$ cat src/ffaic_pkg.sv
package ffaic_pkg;
	// register offsets
	localparam logic [7:0] OFF_RATE  = 8'h44;
	localparam logic [7:0] OFF_QA    = 8'h48;
	localparam logic [7:0] OFF_QB    = 8'h49;
	localparam logic [7:0] OFF_STAT  = 8'h4a;
	localparam logic [7:0] OFF_SLV   = 8'h4b;
	localparam logic [7:0] OFF_SETUP = 8'h4c;
	localparam logic [7:0] OFF_RPTR  = 8'h4d;
	// values after reset
	localparam logic [7:0] RST_RATE  = 8'h46;
	localparam logic [7:0] RST_QA    = 8'h02;
	localparam logic [7:0] RST_QB    = 8'h10;
	localparam logic [7:0] RST_SLV   = 8'h20;
	localparam logic [7:0] RST_SETUP = 8'h83;
	localparam logic [7:0] RST_RPTR  = 8'h42;
	// writable bits; the rest read as zero
	localparam logic [7:0] MSK_QA    = 8'h03;
	localparam logic [7:0] MSK_QB    = 8'h7c;
	localparam logic [7:0] MSK_SLV   = 8'hfe;
	localparam logic [7:0] MSK_SETUP = 8'h83;
	// field positions
	localparam int B_STOP   = 0;
	localparam int B_TIME   = 1;
	localparam int B_TAG2   = 2;
	localparam int B_TAG1   = 3;
	localparam int B_HDR    = 4;
	localparam int B_AUX    = 5;
	localparam int B_ACC    = 6;
	localparam int B_MANUAL = 7;
	// frame header bits
	localparam int H_ACC  = 0;
	localparam int H_AUX  = 1;
	localparam int H_TAG1 = 2;
	localparam int H_TAG2 = 3;
	localparam int H_MARK = 7;
	// burst lengths in bytes
	localparam logic [3:0] BURST_ONE_BYTE    = 4'h1;
	localparam logic [3:0] BURST_TWO_BYTES   = 4'h2;
	localparam logic [3:0] BURST_SIX_BYTES   = 4'h6;
	localparam logic [3:0] burst_eight_bytes = 4'h8;
	// poll rate codes that are usable
	localparam logic [3:0] ODR_MIN = 4'h1;
	localparam logic [3:0] ODR_MAX = 4'hb;
	// timing
	localparam int CLK_MHZ        = 250;
	localparam int OFFS_UNIT_US   = 2500;
	localparam int OFFS_UNIT_CYC  = OFFS_UNIT_US * CLK_MHZ;
	localparam int BASE_PERIOD_MS = 1280;
	localparam int BASE_PERIOD_CYC = BASE_PERIOD_MS * CLK_MHZ * 1000;
	localparam int I2C_BIT_NS     = 2500;
	localparam logic [7:0] I2C_Q_CYC = 8'((I2C_BIT_NS * CLK_MHZ + 3999) / 4000);

	// burst code to byte count
	function automatic logic [3:0] ffaic_burst_bytes(input logic [1:0] c);
		case (c)
			2'h0: return BURST_ONE_BYTE;
			2'h1: return BURST_TWO_BYTES;
			2'h2: return BURST_SIX_BYTES;
			default: return burst_eight_bytes;
		endcase
	endfunction
endpackage

$ cat src/ffaic_aux_if.sv
`timescale 1ns/100ps
interface ffaic_aux_if;
	logic        start;  // one-cycle burst request
	logic [6:0]  dev;    // slave address
	logic [7:0]  reg_a;  // first slave register
	logic [3:0]  nbytes; // burst length
	logic        busy;   // burst in flight
	logic        done;   // one-cycle end of burst
	logic        nack;   // slave refused
	logic [63:0] data;   // bytes, first in low lane
	logic        scl_i;
	logic        sda_i;
	logic        scl_o;
	logic        sda_o;
	logic        scl_oe;
	logic        sda_oe;
	modport ctl (output start, dev, reg_a, nbytes, scl_i, sda_i,
		input busy, done, nack, data, scl_o, sda_o, scl_oe, sda_oe);
	modport eng (input start, dev, reg_a, nbytes, scl_i, sda_i,
		output busy, done, nack, data, scl_o, sda_o, scl_oe, sda_oe);
endinterface

$ cat src/ffaic_side_master.sv
`timescale 1ns/100ps
// open-drain burst reader: start, addr+w, reg, restart, addr+r, bytes, stop
module ffaic_side_master
	import ffaic_pkg::*;
(
	// clock and reset
	input wire logic i_core_clk,
	input wire logic i_reset,
	// controller side
	ffaic_aux_if.eng aux
);
	typedef enum logic [2:0] {S_IDLE, S_START, S_TX, S_RX, S_STOP} ffaic_ms_t;
	typedef struct packed {
		ffaic_ms_t   st;
		logic [7:0]  q;      // quarter-bit timer
		logic [1:0]  ph;     // quarter within bit
		logic [3:0]  bn;     // bit number, 8 is ack
		logic [7:0]  sh;     // shift byte
		logic [1:0]  step;   // 0 addr+w, 1 reg, 2 addr+r
		logic [3:0]  cnt;    // bytes received
		logic [63:0] data;
		logic        scl_oe;
		logic        sda_oe;
		logic        busy;
		logic        done;
		logic        nack;
	} ffaic_ms_st_t;
	ffaic_ms_st_t s_ff, nxt_s;
	logic tick;

	////////////////////////////////////////////////////////////
	// bit engine; pins only ever pulled low, never driven high
	always_comb
	begin
		nxt_s = s_ff;
		nxt_s.done = 1'b0;
		tick = (s_ff.q == I2C_Q_CYC - 8'h01);
		nxt_s.q = (s_ff.st == S_IDLE || tick) ? 8'h00 : s_ff.q + 8'h01;
		if (s_ff.st == S_IDLE)
		begin
			if (aux.start)
			begin
				nxt_s.st = S_START;
				nxt_s.busy = 1'b1;
				nxt_s.step = 2'h0;
				nxt_s.cnt = 4'h0;
				nxt_s.nack = 1'b0;
				nxt_s.ph = 2'h0;
				nxt_s.data = 64'h0;
			end
		end
		else if (tick)
		begin
			nxt_s.ph = s_ff.ph + 2'h1;
			case (s_ff.st)
				S_START:
					// also serves as repeated start with scl low
					case (s_ff.ph)
						2'h0: nxt_s.sda_oe = 1'b0;
						2'h1: nxt_s.scl_oe = 1'b0;
						2'h2: nxt_s.sda_oe = 1'b1;
						default:
						begin
							nxt_s.scl_oe = 1'b1;
							nxt_s.st = S_TX;
							nxt_s.bn = 4'h0;
							nxt_s.sh = {aux.dev, s_ff.step == 2'h2};
						end
					endcase
				S_TX:
					case (s_ff.ph)
						2'h0: nxt_s.sda_oe = (s_ff.bn == 4'h8) ? 1'b0 : !s_ff.sh[7];
						2'h1: nxt_s.scl_oe = 1'b0;
						2'h2: if (s_ff.bn == 4'h8 && aux.sda_i) nxt_s.nack = 1'b1;
						default:
						begin
							nxt_s.scl_oe = 1'b1;
							nxt_s.bn = s_ff.bn + 4'h1;
							nxt_s.sh = {s_ff.sh[6:0], 1'b0};
							if (s_ff.bn == 4'h8)
							begin
								nxt_s.bn = 4'h0;
								// a refused byte ends the burst at once
								if (s_ff.nack)
									nxt_s.st = S_STOP;
								else if (s_ff.step == 2'h0)
								begin
									nxt_s.step = 2'h1;
									nxt_s.sh = aux.reg_a;
								end
								else if (s_ff.step == 2'h1)
								begin
									nxt_s.step = 2'h2;
									nxt_s.st = S_START;
								end
								else
									nxt_s.st = S_RX;
							end
						end
					endcase
				S_RX:
					case (s_ff.ph)
						// ack every byte but the last
						2'h0: nxt_s.sda_oe = (s_ff.bn == 4'h8) && (s_ff.cnt != aux.nbytes - 4'h1);
						2'h1: nxt_s.scl_oe = 1'b0;
						2'h2: if (s_ff.bn != 4'h8) nxt_s.sh = {s_ff.sh[6:0], aux.sda_i};
						default:
						begin
							nxt_s.scl_oe = 1'b1;
							nxt_s.bn = s_ff.bn + 4'h1;
							if (s_ff.bn == 4'h8)
							begin
								nxt_s.data[{s_ff.cnt[2:0], 3'b000} +: 8] = s_ff.sh;
								nxt_s.cnt = s_ff.cnt + 4'h1;
								nxt_s.bn = 4'h0;
								if (s_ff.cnt == aux.nbytes - 4'h1) nxt_s.st = S_STOP;
							end
						end
					endcase
				default:
					case (s_ff.ph)
						2'h0: nxt_s.sda_oe = 1'b1;
						2'h1: nxt_s.scl_oe = 1'b0;
						2'h2: nxt_s.sda_oe = 1'b0;
						default:
						begin
							nxt_s.st = S_IDLE;
							nxt_s.busy = 1'b0;
							nxt_s.done = 1'b1;
						end
					endcase
			endcase
		end
	end

	// state register
	always_ff @(posedge i_core_clk or posedge i_reset)
	begin
		if (i_reset)
			s_ff <= '{st: S_IDLE, default: '0};
		else
			s_ff <= nxt_s;
	end

	assign aux.busy   = s_ff.busy;
	assign aux.done   = s_ff.done;
	assign aux.nack   = s_ff.nack;
	assign aux.data   = s_ff.data;
	assign aux.scl_oe = s_ff.scl_oe;
	assign aux.sda_oe = s_ff.sda_oe;
	assign aux.scl_o  = 1'b0;
	assign aux.sda_o  = 1'b0;
endmodule // ffaic_side_master

$ cat src/ffaic_top.sv
// Design decision made here: strobed register access.
`timescale 1ns/100ps
module ffaic_top
	import ffaic_pkg::*;
#(
	parameter int unsigned P_OFFS_UNIT_CYC   = OFFS_UNIT_CYC,
	parameter int unsigned P_BASE_PERIOD_CYC = BASE_PERIOD_CYC
)
(
	// clock and reset
	input  wire logic        i_core_clk,
	input  wire logic        i_reset,
	// register port
	input  wire logic [7:0]  i_addr,
	input  wire logic [7:0]  i_wdata,
	input  wire logic        i_wr,
	input  wire logic        i_rd,
	output logic      [7:0]  o_rd_data,
	// sample sources
	input  wire logic        i_acc_valid,
	input  wire logic [47:0] i_acc_data,
	input  wire logic        i_irq1,
	input  wire logic        i_irq2,
	// queue side
	input  wire logic        i_q_full,
	input  wire logic        i_rd_last,
	output logic             o_frm_valid,
	output logic      [7:0]  o_frm_hdr,
	output logic      [47:0] o_frm_acc,
	output logic      [63:0] o_frm_aux,
	output logic             o_frm_drop_old,
	output logic             o_time_frame,
	// side bus pins
	input  wire logic        i_scl,
	input  wire logic        i_sda,
	output logic             o_scl,
	output logic             o_scl_oe,
	output logic             o_sda,
	output logic             o_sda_oe
);
	typedef struct packed {
		logic [7:0]  qa;      // first queue control
		logic [7:0]  qb;      // second queue control
		logic [7:0]  slv;     // slave address
		logic [7:0]  setup;   // mode and burst
		logic [7:0]  rptr;    // slave read pointer
		logic [7:0]  rate;    // offset and poll rate
		logic [7:0]  rdata;   // read answer
		logic [31:0] per;     // poll period timer
		logic [31:0] dly;     // trigger to readout delay
		logic        dly_on;
		logic        start;
		logic [63:0] auxd;    // last aux burst
		logic        aux_new;
		logic        ovr;     // sample lost to a full queue
		logic        fv;
		logic [7:0]  fh;
		logic [47:0] fa;
		logic [63:0] fx;
		logic        drop;
		logic        tfr;
	} ffaic_st_t;

	localparam ffaic_st_t ST_RST = '{qa: RST_QA, qb: RST_QB, slv: RST_SLV,
		setup: RST_SETUP, rptr: RST_RPTR, rate: RST_RATE, default: '0};

	ffaic_st_t   s_ff, nxt_s;
	ffaic_aux_if aux ();
	logic [3:0]  odr;       // poll rate code
	logic [31:0] period;    // poll period in cycles
	logic        poll_ok;   // data mode and a usable rate
	logic        aux_fresh; // burst landed this cycle
	logic        go;        // a frame is due
	logic        has_aux;

	////////////////////////////////////////////////////////////
	// side bus engine
	ffaic_side_master u_master (
		.i_core_clk (i_core_clk),
		.i_reset    (i_reset),
		.aux        (aux.eng)
	);

	assign aux.start  = s_ff.start;
	assign aux.dev    = s_ff.slv[7:1];
	assign aux.reg_a  = s_ff.rptr;
	assign aux.nbytes = ffaic_burst_bytes(s_ff.setup[1:0]);
	assign aux.scl_i  = i_scl;
	assign aux.sda_i  = i_sda;

	////////////////////////////////////////////////////////////
	// next state
	always_comb
	begin
		nxt_s = s_ff;
		// pulses default low
		nxt_s.rdata = 8'h00;
		nxt_s.start = 1'b0;
		nxt_s.fv = 1'b0;
		nxt_s.drop = 1'b0;
		nxt_s.tfr = 1'b0;

		// register writes, reserved bits masked off
		if (i_wr)
		begin
			if (i_addr == OFF_QA)
				nxt_s.qa = i_wdata & MSK_QA;
			else if (i_addr == OFF_QB)
				nxt_s.qb = i_wdata & MSK_QB;
			else if (i_addr == OFF_SLV)
				nxt_s.slv = i_wdata & MSK_SLV;
			else if (i_addr == OFF_SETUP)
				nxt_s.setup = i_wdata & MSK_SETUP;
			else if (i_addr == OFF_RPTR)
				nxt_s.rptr = i_wdata;
			else if (i_addr == OFF_RATE)
				nxt_s.rate = i_wdata;
		end

		// register reads; unmapped reads give zero
		if (i_rd)
		begin
			if (i_addr == OFF_QA)
				nxt_s.rdata = s_ff.qa;
			else if (i_addr == OFF_QB)
				nxt_s.rdata = s_ff.qb;
			else if (i_addr == OFF_SLV)
				nxt_s.rdata = s_ff.slv;
			else if (i_addr == OFF_SETUP)
				nxt_s.rdata = s_ff.setup;
			else if (i_addr == OFF_RPTR)
				nxt_s.rdata = s_ff.rptr;
			else if (i_addr == OFF_RATE)
				nxt_s.rdata = s_ff.rate;
			else if (i_addr == OFF_STAT)
			begin
				// reading clears the overrun flag; a new loss below wins
				nxt_s.rdata = {4'h0, s_ff.aux_new, aux.nack, aux.busy, s_ff.ovr};
				nxt_s.ovr = 1'b0;
			end
		end

		// poll timer: reserved rate codes or setup mode stop it
		odr = s_ff.rate[3:0];
		poll_ok = !s_ff.setup[B_MANUAL] && odr >= ODR_MIN && odr <= ODR_MAX;
		period = P_BASE_PERIOD_CYC >> (odr - 4'h1);
		if (!poll_ok)
		begin
			nxt_s.per = 32'h0;
			nxt_s.dly_on = 1'b0;
		end
		else if (s_ff.per >= period - 32'h1)
		begin
			// trigger: arm the readout delay
			nxt_s.per = 32'h0;
			nxt_s.dly_on = 1'b1;
			nxt_s.dly = 32'(s_ff.rate[7:4]) * P_OFFS_UNIT_CYC;
		end
		else
			nxt_s.per = s_ff.per + 32'h1;

		// readout launch; waits while an earlier burst is in flight
		if (poll_ok && s_ff.dly_on)
		begin
			if (s_ff.dly != 32'h0)
				nxt_s.dly = s_ff.dly - 32'h1;
			else if (!aux.busy && !s_ff.start)
			begin
				nxt_s.start = 1'b1;
				nxt_s.dly_on = 1'b0;
			end
		end

		// keep the latest good burst
		aux_fresh = aux.done && !aux.nack;
		if (aux_fresh)
		begin
			nxt_s.auxd = aux.data;
			nxt_s.aux_new = 1'b1;
		end

		// frame build: aux rides with the next accel sample when both are on
		go = (i_acc_valid && s_ff.qb[B_ACC]) ||
			(aux_fresh && s_ff.qb[B_AUX] && !s_ff.qb[B_ACC]);
		has_aux = s_ff.qb[B_AUX] && (s_ff.aux_new || aux_fresh);
		if (go)
		begin
			if (i_q_full && s_ff.qa[B_STOP])
				nxt_s.ovr = 1'b1;
			else
			begin
				nxt_s.fv = 1'b1;
				nxt_s.drop = i_q_full;
				nxt_s.aux_new = 1'b0;
			end
			nxt_s.fh = 8'h00;
			nxt_s.fh[H_MARK] = s_ff.qb[B_HDR];
			nxt_s.fh[H_ACC] = s_ff.qb[B_ACC];
			nxt_s.fh[H_AUX] = has_aux;
			nxt_s.fh[H_TAG1] = s_ff.qb[B_TAG1] && i_irq1;
			nxt_s.fh[H_TAG2] = s_ff.qb[B_TAG2] && i_irq2;
			nxt_s.fa = s_ff.qb[B_ACC] ? i_acc_data : 48'h0;
			nxt_s.fx = has_aux ? (aux_fresh ? aux.data : s_ff.auxd) : 64'h0;
		end

		// time frame after the last valid data frame is read
		if (i_rd_last && s_ff.qa[B_TIME])
			nxt_s.tfr = 1'b1;
	end

	// state register
	always_ff @(posedge i_core_clk or posedge i_reset)
	begin
		if (i_reset)
			s_ff <= ST_RST;
		else
			s_ff <= nxt_s;
	end

	// outputs straight from state
	assign o_rd_data      = s_ff.rdata;
	assign o_frm_valid    = s_ff.fv;
	assign o_frm_hdr      = s_ff.fh;
	assign o_frm_acc      = s_ff.fa;
	assign o_frm_aux      = s_ff.fx;
	assign o_frm_drop_old = s_ff.drop;
	assign o_time_frame   = s_ff.tfr;
	assign o_scl          = aux.scl_o;
	assign o_scl_oe       = aux.scl_oe;
	assign o_sda          = aux.sda_o;
	assign o_sda_oe       = aux.sda_oe;
endmodule // ffaic_top

$ cat config.mk
export PLATFORM = sky130hd
export DESIGN_NAME = ffaic_top
export DESIGN_NICKNAME = d
export VERILOG_FILES = /design/src/ffaic_pkg.sv /design/src/ffaic_aux_if.sv /design/src/ffaic_side_master.sv /design/src/ffaic_top.sv
export SDC_FILE = /design/constraint.sdc
export NUM_CORES = 1
export LEC_CHECK = 0
export ABC_AREA = 1
export BUFFER_PORTS_ARGS = -buffer_cell sky130_fd_sc_hd__buf_2
export CELL_PAD_IN_SITES_DETAIL_PLACEMENT = 2
export CELL_PAD_IN_SITES_GLOBAL_PLACEMENT = 2
export CORE_MARGIN = 2
export CORE_UTILIZATION = 39
export CTS_BUF_LIST = sky130_fd_sc_hd__clkbuf_16
export CTS_CLUSTER_DIAMETER = 60
export DETAILED_ROUTE_END_ITERATION = 6
export PLACE_DENSITY = 0.82
export SYNTH_ARGS = -nofsm -noshare
export SYNTH_HDL_FRONTEND = slang
export SYNTH_SLANG_ARGS = --single-unit
$ cat constraint.sdc
create_clock -name i_core_clk -period 19.35 [get_ports i_core_clk]
set_input_delay 1.935 -clock i_core_clk [delete_from_list [all_inputs] [get_ports i_core_clk]]
set_output_delay 1.935 -clock i_core_clk [all_outputs]
set_load 0.03 [all_outputs]
* Word level (Yosys, flattened, before mapping)
Cells that the tools add are included.
Operators by class: $add $sub $neg 10, multiply operators 1, order comparisons 3, eq/ne operators 36, shift-type cells 3, mux-type cells 91, bitwise gates (word level) 6, reductions and logical operators 58
Operator list (number):
- 68-bit 2-to-1 mux | 3
- 70-bit 2-to-1 mux | 2
- 32-bit 2-to-1 mux | 4
- 64-bit 2-to-1 mux | 2
- 124-bit 2-to-1 mux | 1
- 89-bit 2-to-1 mux | 1
- 8-bit 2-to-1 mux | 11
- 64-bit bitwise mux | 1
- 8-bit by 8-bit variable shift with 64-bit output (first input constant) | 1
- 8-bit by 8-bit indexed part select with 64-bit output | 1
- 32-bit by 1-bit subtractor with 32-bit output (second input constant) | 2
- 8-bit by 7-bit == test with 1-bit output (second input constant) | 7
- 48-bit 2-to-1 mux | 1
- 3-bit 2-to-1 mux | 12
- 12-bit one-hot mux with 3 select lines | 1
- 34-bit 2-to-1 mux | 1
- 33-bit 2-to-1 mux | 1
- 32-bit by 1-bit adder with 32-bit output (second input constant) | 1
- 32-bit greater-or-equal comparator | 1
- 32-bit nonzero test | 1
- 29-bit by 4-bit >> shifter with 32-bit output (first input constant) | 1
- 14-bit 2-to-1 mux | 2
- 7-bit AND reduction | 4
- 1-bit 2-to-1 mux | 27
- 45 further kinds | 119
Word-level totals: bits in registers 393, input port bits 75, output and inout port bits 135, logic and storage cells 241

* Logic depth before layout (Yosys ltp)
depth after elaboration 11, gate-level depth with buffers 26, gate-level depth less buffers 24

* Cells and area by module
Synthesis repeated with hierarchy kept, for this count alone.
Second synthesis, totals: cell total of the unflattened synthesis 2664, area total of the unflattened synthesis 21814.7 um^2
Modules (own cells, without submodules):
- ffaic_top | instances 1, cells each 1948, area each 16296.9 um^2, seq. area each 7345.8 um^2
- ffaic_side_master | instances 1, cells each 716, area each 5517.8 um^2, seq. area each 2502.4 um^2

* Least setup slack after synthesis
No wires, ideal clock.
kind register to register, start reg s_ff (netlist bit odr[1]), end reg s_ff[232] (netlist name), setup time 131 ps, arrival 3819 ps, required time 19219 ps, slack 15401 ps, cell stages (with the launch flop) 26, path buffers 3, clock period less this slack 3949 ps, path through dfstp_2 > inv_1 > ha_1 > ha_1 > buf_2 > buf_2 > nor2_1 > nand2_1 > ha_1 > nand2_1 > nor2_1 > nand3_1 > nor2_1 > nand2_1 > xnor2_1 > ha_1 > nand2_1 > nor4_1 > nand2_1 > nand2_1 > nand2_1 > nand2_1 > nor2_1 > clkinv_1 > clkbuf_1 > nor2_1
RTL lines:
- from (decl) | RTL line ffaic_top.sv:67 | ffaic_st_t s_ff, nxt_s;
- from (signal assigned) | RTL line ffaic_top.sv:217 | s_ff <= nxt_s;

==> qor.yml <==
run_status:
  outcome: "completed"
setup_path:
  slowest_stage: "nand3_1"
  critical_path_required_ps: 19870
  crit_path_max_fanout: 21
  crit_chain: "inv_1 > ha_1 > ha_1 > inv_1 > ha_1 > nand2_1 > inv_1 > nor2_1 > nand3_1 > nor2_1 > nand2_1 > xnor2_1 > ha_1 > nand2_1 > nor4_1 > nand2_1 > nand2_1 > nand2_1 > nand2_1 > nand3_1 > clkinv_1 > nand2_1 > nand3_1"
  end_kind: "flip-flop"
  worst_path_most_repeated_cell: "nand2_1"
  startpoint_type: "flip-flop"
  worstPathArrival_ps: 6900
  path_class: "flip-flop to flip-flop"
  crit_path_max_incr_delay_ps: 860
pwr:
  p_seq_share_pct: 43.9
  combPwrFrac_pct: 12.4
  p_int_mw: 1.44
  vdd_drop_max_uv: 59.5
  clockPowerShare_pct: 43.7
  swShare_pct: 28.5
  power_density_nw_per_um2: 87.9
  p_sw_uw: 573
  p_leak_nw: 11.6
global_routing:
  grt_first_pass_wirelength_mm: 108
  grt_overflow: 0
  grt_pass1_vias: 19342
  grt_max_degree: 128
  grt_usage_pct: 25.0
  antenna_found_initial: 1
placement:
  routabilityCongestion: 0.848
  placed_cell_area_um2: 21300
  detailed_place_hpwl_mm: 48.0
  dp.cells: 3147
  numPortBuffers: 203
synthesis:
  syn_avg_cell_area_um2: 8.46
  netlist_area_um2: 20600
  ys_types: 60
  ys_seq_area_share_pct: 47.8
  synth_top_area_share_pct: 46.4
  synth-edff-count: 0
  netlist_top_cells_area: "dfrtp_1 (46%), nand2_1 (9.5%), inv_1 (5.0%)"
  synth-seq-cells: 393
  ys_async_sr_fraction_pct: 100
  synthFlopType: "dfrtp_1"
  yosysTopAreaCell: "dfrtp_1"
  synth_cells: 2433
  yosys_warnings: 0
final_layout:
  final_common_cell: "nand2_1"
  design_area_um2: 22800
  syn_to_final_growth_pct: 11.0
  final_cell_mix: "nand2_1 (517), dfrtp_1 (382), inv_1 (290), o21ai_0 (204), buf_2 (203)"
  fin_nets: 2665
  stdcell_count: 3236
  drive_above_1_share_pct: 13.2
cts:
  root_buffer: "clkbuf_16"
  cts.repair.resized: 0
  clk_pin_slew_ps: 60
  cts_hold_buf: 0
  clk_path_buf_depth: 3
  clock-sinks: 393
  cts_tree: "done"
  postCtsSetupBuffers: 0
  htreeDepth: 2
  clk_latency_ps: 610
  cts_inserted_buffers: 47
drt:
  drc: 0
  drtIter0Drc: 631
  wire_per_inst_um: 20.6
  dr.pass1.iters: 4
  drt-total-wl_mm: 66.8
  via_per_inst: 5.26
  antenna_left: 0
  vias: 17025
die:
  core_area_um2: 52300
  row_count: 84
  die_height_um: 234
  dieArea_um2: 54600
  start_util_pct: 39.3
  io_pins: 210
  die_w_um: 234
sta:
  finalHoldViolCount: 0
  rsz0062_at_grt: "false"
  fmax_mhz: 157
  fin_setup_tns_ps: 0
  relSlewSlack_pct: 10.5
  finalCritPeriodShare_pct: 33.0
  slew_violations: 0
  finClkSkew_ps: 29.1
  fin_crit_ps: 6390
  finalSetupViolCount: 0
  tightestPinTransition_ps: 1340
min_path:
  hold_class: "flip-flop to flip-flop"
flow_run:
  max-cap-violations: 0
## final timing paths
check	startpoint	to	slack (ps)	depth (start not counted)
min	s_ff[223]$_DFF_PP0_	s_ff[223]$_DFF_PP0_	470	1
min in group asynchronous	i_reset	o_frm_acc[0]$_DFFE_PP0P_	1530	2
max in group asynchronous	i_reset	s_ff[135]$_DFFE_PP0P_	15480	4
max	odr[1]$_DFFE_PP1P_	s_ff[212]$_DFF_PP0_	12960	23
min reg2reg	s_ff[223]$_DFF_PP0_	s_ff[223]$_DFF_PP0_	470	1
max reg2reg	odr[1]$_DFFE_PP1P_	s_ff[212]$_DFF_PP0_	12960	23
## layout make-up
class | count | area (µm²)
inverters | 290 | 1100
repair buffers | 214 | 1100
clock buffers | 48 | 1200
flip-flops and latches | 393 | 9850
diodes | 2 | 5.00
multi-input cells | 1562 | 8420
fillers | 5803 | 29500
well taps | 688 | 861
clock inverters | 39 | 308
## Yosys cell counts (7+ instances only)
cell type and number:
nor3b_1 7, o22ai_1 22, ha_1 80, clkbuf_1 37, a32o_1 8, xor2_1 38, o21a_1 19, xnor2_1 10
nand4_1 30, nor4_1 12, nand3_1 86, nor2_1 193, nand2_1 519, dfrtp_1 382, inv_2 9, a31oi_1 8
nand2_2 8, dfstp_2 11, nor3_1 47, a21oi_1 77, and2_1 49, inv_1 276, buf_4 132, o21ai_0 204
o21ai_1 25, a22o_1 48, buf_2 22
## per-layer routing
layer / wire (µm) / global-route usage (%) / up-vias
met4: 1980 / 8.45 / 0
met3: 1680 / 3.03 / 116
met1: 27600 / 29.2 / 8734
li1: - / - / 7949
met2: 35600 / 47.0 / 226
met5: 0 / 0 / -
## critical path: cells and delay by family (launching register included)
kind          cells  cell delay (ps)
fa+ha+maj         4             1540
flops             1              580
xor+xnor          1              150
simple gates     14             3060
buf+inv           4              960
## registers in the layout, summed over array words and instances (netlist names)
signal and count:
aux.dev 7, aux.reg_a 8, aux.start 1, o_frm_acc 48, o_frm_aux 64, o_frm_drop_old 1
o_frm_hdr 5, o_frm_valid 1, o_rd_data 8, o_time_frame 1, odr 4, s_ff 145
u_master.aux.busy 1, u_master.aux.data 64, u_master.aux.done 1, u_master.aux.nack 1, u_master.aux.scl_oe 1, u_master.aux.sda_oe 1
u_master.s_ff 31
## power by group through the flow
stage | sequential [mW] | combinational [mW] | clock (mW)
after floorplan | 0.886 | 0.210 | 0
after global placement | 0.891 | 0.239 | 0
after detailed placement | 0.893 | 0.250 | 0
after CTS | 0.880 | 0.254 | 0.895
after global routing | 0.884 | 0.274 | 0.927
final | 0.881 | 0.250 | 0.878
## through the flow
step                      total power, mW  worst slack [ps]  hold slack [ps]  util, %
after detailed placement             1.14             12910              458     40.7
after CTS                            2.03             12930              465     43.6
after global placement               1.13             13290              444     40.7
after floorplan                      1.10              6510              432        -
after global routing                 2.08             12440              489     43.6
final                                2.01             12960              466     43.6
## kinds of logic (layout without fill, tap and decap cells)
logic type	after synthesis	after routing	share of synthesized area, %
compound gates	441	441	12.7
xor+xnor	48	48	2.04
fa+ha+maj	82	82	5.06
buf+inv	484	591	11.4
flops	393	393	47.8
mux	1	1	0.0486
other cells	2	10	0.0365
simple gates	982	982	20.9
(Power assumes the default switching activity.)
